File: config.mk
export PLATFORM = sky130hd
export DESIGN_NAME = rrx_core
export DESIGN_NICKNAME = d
export VERILOG_FILES = /design/src/rrx_pkg.sv /design/src/rrx_dec_if.sv /design/src/rrx_decoder.sv /design/src/rrx_core.sv
export SDC_FILE = /design/constraint.sdc
export NUM_CORES = 1
export LEC_CHECK = 0
export ABC_AREA = 1
export BUFFER_PORTS_ARGS = -buffer_cell sky130_fd_sc_hd__buf_2
export CAP_MARGIN = 20
export CORE_MARGIN = 2
export CORE_UTILIZATION = 45
export DETAILED_ROUTE_END_ITERATION = 10
export PLACE_DENSITY = 0.73
export SYNTH_ARGS = -nofsm -noshare
export SYNTH_HDL_FRONTEND = slang
export SYNTH_SLANG_ARGS = --single-unit
File: constraint.sdc
create_clock -name i_clk_sys -period 5.15 [get_ports i_clk_sys]
set_input_delay 1.03 -clock i_clk_sys [delete_from_list [all_inputs] [get_ports i_clk_sys]]
set_output_delay 1.03 -clock i_clk_sys [all_outputs]
set_load 0.01 [all_outputs]
File: src/rrx_pkg.sv
// Package for the return and rotate instruction executor
package rrx_pkg;
   localparam int DATA_W = 8;
   localparam int PC_W = 16;
   localparam logic [15:0] OP_NOP = 16'h0000;
   localparam logic [15:0] OP_RET_INT = 16'h0005;
   localparam logic [15:0] OP_RET_SUB = 16'h0002;
   localparam logic [7:0] OP_RET_LIT_HI = 8'hb6;
   localparam logic [6:0] OP_ROT_LC_HI = 7'h0d;
   localparam int GIE_DIS_BIT = 4;
   localparam int CARRY_BIT = 0;
   localparam int PC_HI_LSB = 8;
   localparam int Q_PHASES = 4;
   localparam logic [1:0] Q_LAST = 2'h3;
   localparam logic [1:0] Q_EXEC = 2'h2;
   typedef enum logic [2:0] {RRX_OP_NOP, RRX_OP_RETI, RRX_OP_RETL, RRX_OP_RET, RRX_OP_RLC, RRX_OP_OTHER} rrx_op_t;
   typedef enum {RRX_ST_FIRST, RRX_ST_FORCED} rrx_state_t;
endpackage

File: src/rrx_dec_if.sv
// Interface carrying decoded instruction fields to the executor
`timescale 1ns/10ps
interface rrx_dec_if;
   import rrx_pkg::*;
   rrx_op_t op;
   logic dest_file;
   logic [7:0] field;
   modport dec (output op, output dest_file, output field);
   modport exe (input op, input dest_file, input field);
endinterface

File: src/rrx_decoder.sv
// Combinational instruction word decoder
`timescale 1ns/10ps
module rrx_decoder (
   input wire logic [15:0] i_instr,
   rrx_dec_if.dec o_dec
);
   import rrx_pkg::*;
   always_comb begin
      o_dec.field = i_instr[7:0];
      o_dec.dest_file = i_instr[8];
      if (i_instr == OP_RET_INT) begin
         o_dec.op = RRX_OP_RETI; // (RQ2)
      end else if (i_instr == OP_RET_SUB) begin
         o_dec.op = RRX_OP_RET; // (RQ9)
      end else if (i_instr == OP_NOP) begin
         o_dec.op = RRX_OP_NOP; // (RQ12)
      end else if (i_instr[15:8] == OP_RET_LIT_HI) begin
         o_dec.op = RRX_OP_RETL; // (RQ7)
      end else if (i_instr[15:9] == OP_ROT_LC_HI) begin
         o_dec.op = RRX_OP_RLC; // (RQ13)
      end else begin
         o_dec.op = RRX_OP_OTHER;
      end
   end
endmodule // rrx_decoder

File: src/rrx_core.sv
// Return and rotate instruction executor, four-phase instruction cycle
//
// Notes on behaviour
// (RQ1) Return from interrupt pops stack into PC; high latch unchanged.
// (RQ2) Word 0x0005 is return from interrupt: two cycles, second forced no-op.
// (RQ3) Return from interrupt clears global interrupt disable only.
// (RQ4) Global interrupt disable is status register bit 4.
// (RQ5) Return with literal loads literal into working register; flags untouched.
// (RQ6) Return with literal loads PC from stack top and pops.
// (RQ7) Opcode 0xb6 plus literal: one word, two cycles, second forced no-op.
// (RQ8) Return with literal leaves the PC high latch unchanged.
// (RQ9) Word 0x0002 is subroutine return: pops stack into PC, no flags.
// (RQ10) Subroutine return: PC low read first cycle, forced no-op second.
// (RQ11) Reading PC low byte loads high latch with executing instruction's high address.
// (RQ12) All-zero word is a one-cycle no-op changing nothing.
// (RQ13) Rotate left through carry; d=0 to working register, d=1 to file.
`timescale 1ns/10ps
module rrx_core (
   input wire logic i_clk_sys,
   input wire logic i_rst,
   input wire logic i_instr_valid,
   input wire logic [15:0] i_instr,
   input wire logic [rrx_pkg::PC_W-1:0] i_instr_addr,
   input wire logic [rrx_pkg::PC_W-1:0] i_stack_top,
   input wire logic [rrx_pkg::DATA_W-1:0] i_file_rdata,
   input wire logic [rrx_pkg::DATA_W-1:0] i_status_in,
   output logic o_instr_ready,
   output logic o_busy,
   output logic [1:0] o_q_phase,
   output logic [rrx_pkg::PC_W-1:0] o_pc,
   output logic o_pc_load,
   output logic o_stack_pop,
   output logic [rrx_pkg::DATA_W-1:0] o_pc_high_latch,
   output logic [rrx_pkg::DATA_W-1:0] o_working_register,
   output logic [rrx_pkg::DATA_W-1:0] o_cpu_status_register,
   output logic [7:0] o_file_addr,
   output logic o_file_we,
   output logic [rrx_pkg::DATA_W-1:0] o_file_wdata,
   output logic o_unknown
);
   import rrx_pkg::*;

   rrx_dec_if dec_if ();

   rrx_decoder u_dec (
      .i_instr(i_instr),
      .o_dec(dec_if.dec)
   );

   rrx_state_t state_r, state_nxt;
   logic [1:0] q_r, q_nxt;
   rrx_op_t op_r, op_nxt;
   logic dest_r, dest_nxt;
   logic [7:0] field_r, field_nxt;
   logic [PC_W-1:0] pc_r, pc_nxt, iaddr_r, iaddr_nxt;
   logic pc_load_r, pc_load_nxt, pop_r, pop_nxt;
   logic [DATA_W-1:0] pc_high_latch_r, pc_high_latch_nxt, working_register_r, working_register_nxt, sta_r, sta_nxt;
   logic [DATA_W-1:0] fwd_r, fwd_nxt;
   logic fwe_r, fwe_nxt, unk_r, unk_nxt, rdy_r, rdy_nxt;
   logic [DATA_W-1:0] rot;
   logic take;
   logic busy_r, busy_nxt;

   // Returns own two instruction cycles, the second a forced no-op
   function automatic logic is_return(input rrx_op_t op);
      return (op == RRX_OP_RETI) || (op == RRX_OP_RETL) || (op == RRX_OP_RET);
   endfunction

   // Status register mirrors the core's copy except when we own it
   always_comb begin
      rot = {i_file_rdata[DATA_W-2:0], i_status_in[CARRY_BIT]};
      state_nxt = state_r;
      q_nxt = q_r + 2'h1;
      op_nxt = op_r;
      dest_nxt = dest_r;
      field_nxt = field_r;
      iaddr_nxt = iaddr_r;
      pc_nxt = pc_r;
      pc_load_nxt = 1'b0;
      pop_nxt = 1'b0;
      pc_high_latch_nxt = pc_high_latch_r;
      working_register_nxt = working_register_r;
      sta_nxt = sta_r;
      fwd_nxt = fwd_r;
      fwe_nxt = 1'b0;
      unk_nxt = 1'b0;
      rdy_nxt = 1'b0;
      take = 1'b0;
      case (state_r)
         RRX_ST_FIRST: begin
            if (q_r == Q_EXEC) begin
               // Ready stands in the phase whose closing edge takes the next word
               rdy_nxt = !is_return(op_r);
               case (op_r)
                  RRX_OP_RETI: begin
                     pc_nxt = i_stack_top; // (RQ1)
                     pc_load_nxt = 1'b1;
                     pop_nxt = 1'b1; // (RQ1)
                     // Only the disable bit moves
                     sta_nxt[GIE_DIS_BIT] = 1'b0; // (RQ3) (RQ4)
                  end
                  RRX_OP_RETL: begin
                     working_register_nxt = field_r; // (RQ5)
                     pc_nxt = i_stack_top; // (RQ6)
                     pc_load_nxt = 1'b1;
                     // Latch untouched: no PC low read here
                     pop_nxt = 1'b1; // (RQ6) (RQ8)
                  end
                  RRX_OP_RET: begin
                     // PC low read refreshes the high latch
                     pc_high_latch_nxt = iaddr_r[PC_W-1:PC_HI_LSB]; // (RQ10) (RQ11)
                     pc_nxt = i_stack_top; // (RQ9)
                     pc_load_nxt = 1'b1;
                     pop_nxt = 1'b1;
                  end
                  RRX_OP_RLC: begin
                     // Carry in is the live status input
                     sta_nxt[CARRY_BIT] = i_file_rdata[DATA_W-1]; // (RQ13)
                     if (dest_r) begin
                        fwd_nxt = rot;
                        fwe_nxt = 1'b1;
                     end else begin
                        working_register_nxt = rot; // (RQ13)
                     end
                  end
                  RRX_OP_OTHER: begin
                     // Unknown words only raise a flag; no state moves
                     unk_nxt = 1'b1;
                  end
                  default: ; // (RQ12)
               endcase
            end
            if (q_r == Q_LAST) begin
               if (is_return(op_r)) begin
                  // Return op is held, but the forced cycle never executes it
                  state_nxt = RRX_ST_FORCED; // (RQ2) (RQ7) (RQ10)
               end else begin
                  take = 1'b1;
               end
            end
         end
         RRX_ST_FORCED: begin
            // Forced no-op: nothing executes, next word taken at its last phase
            if (q_r == Q_EXEC) begin
               rdy_nxt = 1'b1;
            end
            if (q_r == Q_LAST) begin
               state_nxt = RRX_ST_FIRST;
               take = 1'b1;
            end
         end
         default: state_nxt = RRX_ST_FIRST;
      endcase
      if (take) begin
         // A missing word runs as a no-op; status is re-mirrored per word
         if (i_instr_valid) begin
            op_nxt = dec_if.op;
            dest_nxt = dec_if.dest_file;
            field_nxt = dec_if.field;
            iaddr_nxt = i_instr_addr;
            sta_nxt = i_status_in;
         end else begin
            op_nxt = RRX_OP_NOP;
         end
      end
      busy_nxt = (state_nxt == RRX_ST_FORCED);
   end

   // Registers only; every next value comes from the block above
   always_ff @(posedge i_clk_sys or posedge i_rst) begin
      if (i_rst) begin
         state_r <= RRX_ST_FIRST;
         q_r <= 2'h0;
         op_r <= RRX_OP_NOP;
         dest_r <= 1'b0;
         field_r <= 8'h00;
         iaddr_r <= 16'h0000;
         pc_r <= 16'h0000;
         pc_load_r <= 1'b0;
         pop_r <= 1'b0;
         pc_high_latch_r <= 8'h00;
         working_register_r <= 8'h00;
         sta_r <= 8'h00;
         fwd_r <= 8'h00;
         fwe_r <= 1'b0;
         unk_r <= 1'b0;
         rdy_r <= 1'b0;
         busy_r <= 1'b0;
      end else begin
         state_r <= state_nxt;
         q_r <= q_nxt;
         op_r <= op_nxt;
         dest_r <= dest_nxt;
         field_r <= field_nxt;
         iaddr_r <= iaddr_nxt;
         pc_r <= pc_nxt;
         pc_load_r <= pc_load_nxt;
         pop_r <= pop_nxt;
         pc_high_latch_r <= pc_high_latch_nxt;
         working_register_r <= working_register_nxt;
         sta_r <= sta_nxt;
         fwd_r <= fwd_nxt;
         fwe_r <= fwe_nxt;
         unk_r <= unk_nxt;
         rdy_r <= rdy_nxt;
         busy_r <= busy_nxt;
      end
   end

   // Outputs are plain copies of flops
   always_comb begin
      o_instr_ready = rdy_r;
      o_busy = busy_r;
      o_q_phase = q_r;
      o_pc = pc_r;
      o_pc_load = pc_load_r;
      o_stack_pop = pop_r;
      o_pc_high_latch = pc_high_latch_r;
      o_working_register = working_register_r;
      o_cpu_status_register = sta_r;
      o_file_addr = field_r;
      o_file_we = fwe_r;
      o_file_wdata = fwd_r;
      o_unknown = unk_r;
   end
endmodule // rrx_core

Word-level counts from Yosys, hierarchy flattened. Cells that the tools add are included.

Add/sub/neg operators: 1. Order comparisons: 0. Shift operators: 0. Equality and inequality tests: 14. Muxes and demuxes: 37. Bitwise gates (word level): 0. Div/mod/pow operators: 0. Multiply operators: 0. Reduce and logical (&&, ||, !) cells: 12.

Operators with widths (count): 2-to-1 mux 32 bit (3); one-hot mux 32 bit (2 select lines) (1); equality test 32 x 1 -> 1 bit (second input constant) (1); equality test 32 x 2 -> 1 bit (second input constant) (1); zero test 32 bit (1); 2-to-1 mux 1 bit (22); equality test 16 x 2 -> 1 bit (second input constant) (1); equality test 16 x 3 -> 1 bit (second input constant) (1); zero test 16 bit (1); one-hot mux 8 bit (2 select lines) (1); 2-to-1 mux 3 bit (5); 2-to-1 mux 5 bit (2); equality test 8 bit (second input constant) (1); 2-to-1 mux 8 bit (1); AND reduction 4 bit (2); equality test 7 x 4 -> 1 bit (second input constant) (1); equality test 3 x 2 -> 1 bit (second input constant) (2); equality test 3 bit (second input constant) (2); AND reduction 3 bit (2); equality test 2 bit (second input constant) (2); one-hot mux 1 bit (2 select lines) (2); equality test 3 x 1 -> 1 bit (second input constant) (1); OR reduction 3 bit (1); adder 2 x 1 -> 2 bit (second input constant) (1); 5 further kinds (6).

Bits in read-only memories: 0. Latch bits: 0. Memories: 0. RAM bits: 0. Flip-flop bits (word level): 115. Output and inout bits: 64.

Logic depth before layout (Yosys ltp).
Depth in word-level cells: 7. Depth in mapped cells: 11. Gate-level depth less buffers: 10.

Hierarchy. A second synthesis with hierarchy kept.

Cells, all modules: 479. Area, all modules: 4438.0 µm².

Modules (own cells, without submodules): rrx_core (cells each 427, area each 4200.3 µm², instances 1); rrx_decoder (cells each 52, area each 237.7 µm², instances 1).

Least setup slack after synthesis. OpenSTA, ideal clock, no wires.

Kind: in2reg. Start point: in i_instr[9]. End point: reg op_r[0]. Required time: 5.033 ns. Path buffers: 0. Stages on the path: 8. Arrival: 1.674 ns. Setup slack: 3.359 ns. Path through: nor3_1 -> nand2_1 -> nor2_1 -> nand2_1 -> nand2_1 -> nor2_1 -> nand3_1 -> nand2_1.

Cells in the longest elaborated chain, start to end: 7.

RTL lines: start, declared (line rrx_core.sv:22) `input wire logic [15:0] i_instr,`; equality test 7 x 4 -> 1 bit (line rrx_decoder.sv:19) `end else if (i_instr[15:9] == OP_ROT_LC_HI) begin`; 2-to-1 mux 1 bit (line rrx_decoder.sv:19); 2-to-1 mux 3 bit (line rrx_decoder.sv:17) `end else if (i_instr[15:8] == OP_RET_LIT_HI) begin`; 2-to-1 mux 3 bit (line rrx_decoder.sv:15) `end else if (i_instr == OP_NOP) begin`; 2-to-1 mux 3 bit (line rrx_decoder.sv:13) `end else if (i_instr == OP_RET_SUB) begin`; 2-to-1 mux 3 bit (*) (line rrx_decoder.sv:11) `if (i_instr == OP_RET_INT) begin`; 2-to-1 mux 3 bit (*) (line rrx_core.sv:156) `if (i_instr_valid) begin`; end signal, assigned (line rrx_core.sv:192) `op_r <= op_nxt;`; end, declared (line rrx_core.sv:52) `rrx_op_t op_r, op_nxt;`.

Mark *: on every way between the ends. The rest lies on a longest branch, timed or not. A chain may end at the register's enable or synchronous reset.

Worst setup path in the final report.
Start point: reg q_r[0] (netlist: o_q_phase[0]). End point: reg pc_r[3] (netlist: o_pc[3]).

Cells in the longest elaborated chain, start to end: 2.

RTL lines: start, declared (line rrx_core.sv:51) `logic [1:0] q_r, q_nxt;`; start signal, assigned (line rrx_core.sv:191) `q_r <= q_nxt;`; equality test 2 bit (line rrx_core.sv:91) `if (q_r == Q_EXEC) begin`; AND reduction 3 bit (no source line); end signal, assigned (line rrx_core.sv:196) `pc_r <= pc_nxt;`; end, declared (line rrx_core.sv:55) `logic [PC_W-1:0] pc_r, pc_nxt, iaddr_r, iaddr_nxt;`.

No other way between the ends.

==> metrics.yaml <==
worst_setup_path:
  crit_top_cell: "inv_1"
  cp_num_buf_inv: 2
  worstReg2RegStart: "o_q_phase[0]"
  slowest_stage: "nor3_4"
  cp_top_family: "simple AND/OR/NAND/NOR gates"
  crit_fanout: 32
  worstSetupPathType: "reg2reg"
  crit_path_start_kind: "register"
  cp.required_ns: 5.37
  cp_cell_sequence: "inv_1 > ha_1 > inv_1 > or2_1 > nor3_4 > o21ai_0"
  r2r-end: "o_pc[3]"
  rr_worst_depth: 6
  end_kind: "register"
  reg2reg_slack_ns: 2.93
  slowest_delay_ns: 0.74
  arrival_ns: 2.44
power_and_ir_drop:
  pwr-share-seq: 0.592
  p_leak_nw: 2.84
  swShare: 0.235
  p_int_mw: 1.11
  power_frac_comb: 0.039
  p_per_area_nw_per_um2: 270
  clockPowerShare: 0.369
  ir_drop_v: 0.000139
  p_sw_mw: 0.340
timing:
  fin_crit_ns: 2.22
  relSlewSlack: 0.413
  fin_setup_tns_ns: 0
  max_freq_mhz: 450
  slew_violations: 0
  setup_viol: 0
  period_share: 0.432
  worst_pin_slew_ns: 0.878
  final.setup_skew_ns: 0.0186
  rsz0062_at_grt: "false"
  hold_violations: 0
  whs_ns: 0.473
finish:
  nFillCells: 867
  final_cells: 744
  drive_above_1_share: 0.262
  diodes: 0
  area_delta_synth_final_pct: 23.1
  fin_area_um2: 5340
  postLayoutCoreUtil: 0.575
  fin_nets: 679
hold_path:
  hold_class: "reg2reg"
  hp-start: "o_q_phase[0]"
  hold_depth: 1
  hold_end: "o_q_phase[0]"
grt:
  met2_usage: 0.293
  antenna_found_initial: 0
  grt_pass1_wl_mm: 14.7
  grtUsageTotal: 0.179
  busiest_layer: "met2"
  grt_start_max_net_pins: 65
  grt_overflow_total: 0
  grt_pass1_vias: 3213
  met1_usage: 0.243
  use_met3: 0.0335
detailed_routing:
  drc: 0
  ant_nets: 0
  wire_per_inst_um: 12.0
  num_vias: 3386
  drt_pre_antenna_iters: 4
  via_per_inst: 4.55
  drt-initial-drc-count: 88
  routed_wl_mm: 8.91
floorplan:
  fp-row-count: 35
  coreArea_um2: 9280
  start_util: 0.468
  ios: 131
  die_area_um2: 10500
  die_w_um: 102
  dieHeight_um: 102
cts:
  root_buffer: "clkbuf_8"
  cts_hold_buffers: 0
  clk-insertion-delay-late_ns: 0.37
  clkSinkCount: 107
  cts_tree: "yes"
  cts.htree.levels: 3
  cts_resized: 0
  cts_setup_buffers: 0
  cts_buffers: 9
  clk_pin_slew_ns: 0.11
  clockBufferDepth: 2
synthesis:
  synth_area_leaders: "dfrtp_1 (62%), nand2_1 (14%), nand3_1 (4.6%), o21ai_0 (3.3%), nor2_1 (3.1%)"
  synth_top_area_share: 0.617
  syn_area_um2: 4340
  synth.area.mux_share: 0.0207
  synth_top_family_by_area: "simple AND/OR/NAND/NOR gates"
  yosysWarnings: 0
  ys_seq_area_frac: 0.617
  ys_ff_latch: 107
  synth_area_leader_cell: "dfrtp_1"
  synthXorXnorAreaFrac: 0
  syn_area_per_cell_um2: 9.42
  yosys.area_share.simple: 0.260
  synth_adder_area_share: 0.00576
  netlist_instances: 461
  ys_types: 29
  synth-compound-area-share: 0.0441
outcome:
  status: "finished clean"
placed_design:
  placed_area_um2: 5140
  portBuffers: 122
  dp_hpwl_mm: 6.51
  gp_congestion: 0.772
  dp_cells: 728
run:
  drv_cap: 0
[worst max path at each step]
stage | slack (ns) | startpoint | endpoint | cells after the start
2_1_floorplan | 1.30 | i_rst | dest_r | 1
3_3_place_gp | 2.87 | i_rst | state_r[17] | 3
3_5_place_dp | 2.81 | i_rst | state_r[16] | 3
4_1_cts | 2.87 | o_q_phase[0] | o_pc[3] | 6
5_1_grt | 2.65 | o_q_phase[0] | o_pc[3] | 6
6_report | 2.93 | o_q_phase[0] | o_pc[3] | 6
[state kept, by name, summed over array words and instances (netlist names)]
signal                 cells
state_r                   32
o_pc                      16
iaddr_r                    8
o_cpu_status_register      8
o_file_addr                8
o_file_wdata               8
o_pc_high_latch            8
o_working_register         8
op_r                       3
o_q_phase                  2
dest_r                     1
o_busy                     1
o_file_we                  1
o_instr_ready              1
o_stack_pop                1
o_unknown                  1
[power groups by stage]
stage	clock [mW]	sequential (mW)	combinational, mW
6_report	0.533	0.855	0.0568
5_1_grt	0.575	0.857	0.0662
2_1_floorplan	0	0.871	0.0250
3_3_place_gp	0	0.871	0.0560
4_1_cts	0.546	0.856	0.0579
3_5_place_dp	0	0.872	0.0577
[cell usage in the layout (no fill, tap or decap), types with 2 or more instances in the layout]
cell type / netlist / layout
o21ai_0: 29 / 29
inv_6: 0 / 3
buf_2: 7 / 122
ha_1: 2 / 2
nand2_4: 2 / 2
o31ai_1: 2 / 2
a21oi_1: 3 / 3
nand2_1: 158 / 158
nor3_1: 5 / 5
nor2_2: 4 / 4
nand3_1: 40 / 40
conb_1: 1 / 31
clkbuf_8: 0 / 9
dfrtp_1: 107 / 107
nand4_1: 4 / 4
mux2_2: 8 / 8
nand2_2: 2 / 2
nor2_1: 36 / 36
inv_1: 34 / 33
[Yosys cell counts, drive strengths merged]
| cell type | n |
|---|---|
| clkbuf | 1 |
| conb | 1 |
| nor4 | 2 |
| mux2 | 8 |
| o21a | 1 |
| inv | 34 |
| nor3 | 6 |
| buf | 14 |
| nor4b | 1 |
| dfrtp | 107 |
| nor2 | 41 |
| ha | 2 |
| a21oi | 3 |
| nand3 | 41 |
| o21ai | 30 |
| o31ai | 2 |
| or2 | 1 |
| nand2 | 162 |
| nand4 | 4 |
[stage by stage]
step | power, mW | worst slack [ns]
floorplan | 0.896 | 1.30
global placement | 0.927 | 2.87
detailed placement | 0.930 | 2.81
CTS | 1.46 | 2.87
global route | 1.50 | 2.65
finish | 1.45 | 2.93
[worst reg2reg max path, cell delays in order, from the launching register on]
cell     delay [ns]
dfrtp_1        0.40
inv_1          0.08
ha_1           0.25
inv_1          0.12
or2_1          0.27
nor3_4         0.74
o21ai_0        0.22
[kinds of logic after synthesis]
| group | after synthesis |
|---|---|
| flops | 107 |
| simple gates | 258 |
| other cells | 1 |
| compound gates | 36 |
| buf+inv | 49 |
| fa+ha+maj | 2 |
| mux | 8 |
[layout make-up]
class / instances / area [um^2] / area share
flip-flops and latches: 107 / 2680 / 0.501
repair buffers: 123 / 618 / 0.116
well taps: 129 / 161 / 0.0302
inverters: 34 / 130 / 0.0244
clock buffers: 9 / 124 / 0.0232
multi-input cells: 335 / 1550 / 0.290
clock inverters: 7 / 81.3 / 0.0152
[routing by layer]
layer  wire length (um)  vias up
met5                  0        -
li1                   -     1728
met3                532       12
met1               4040     1541
met2               4210      105
met4                125        0
Note: power is estimated with default switching activity, not from simulation.
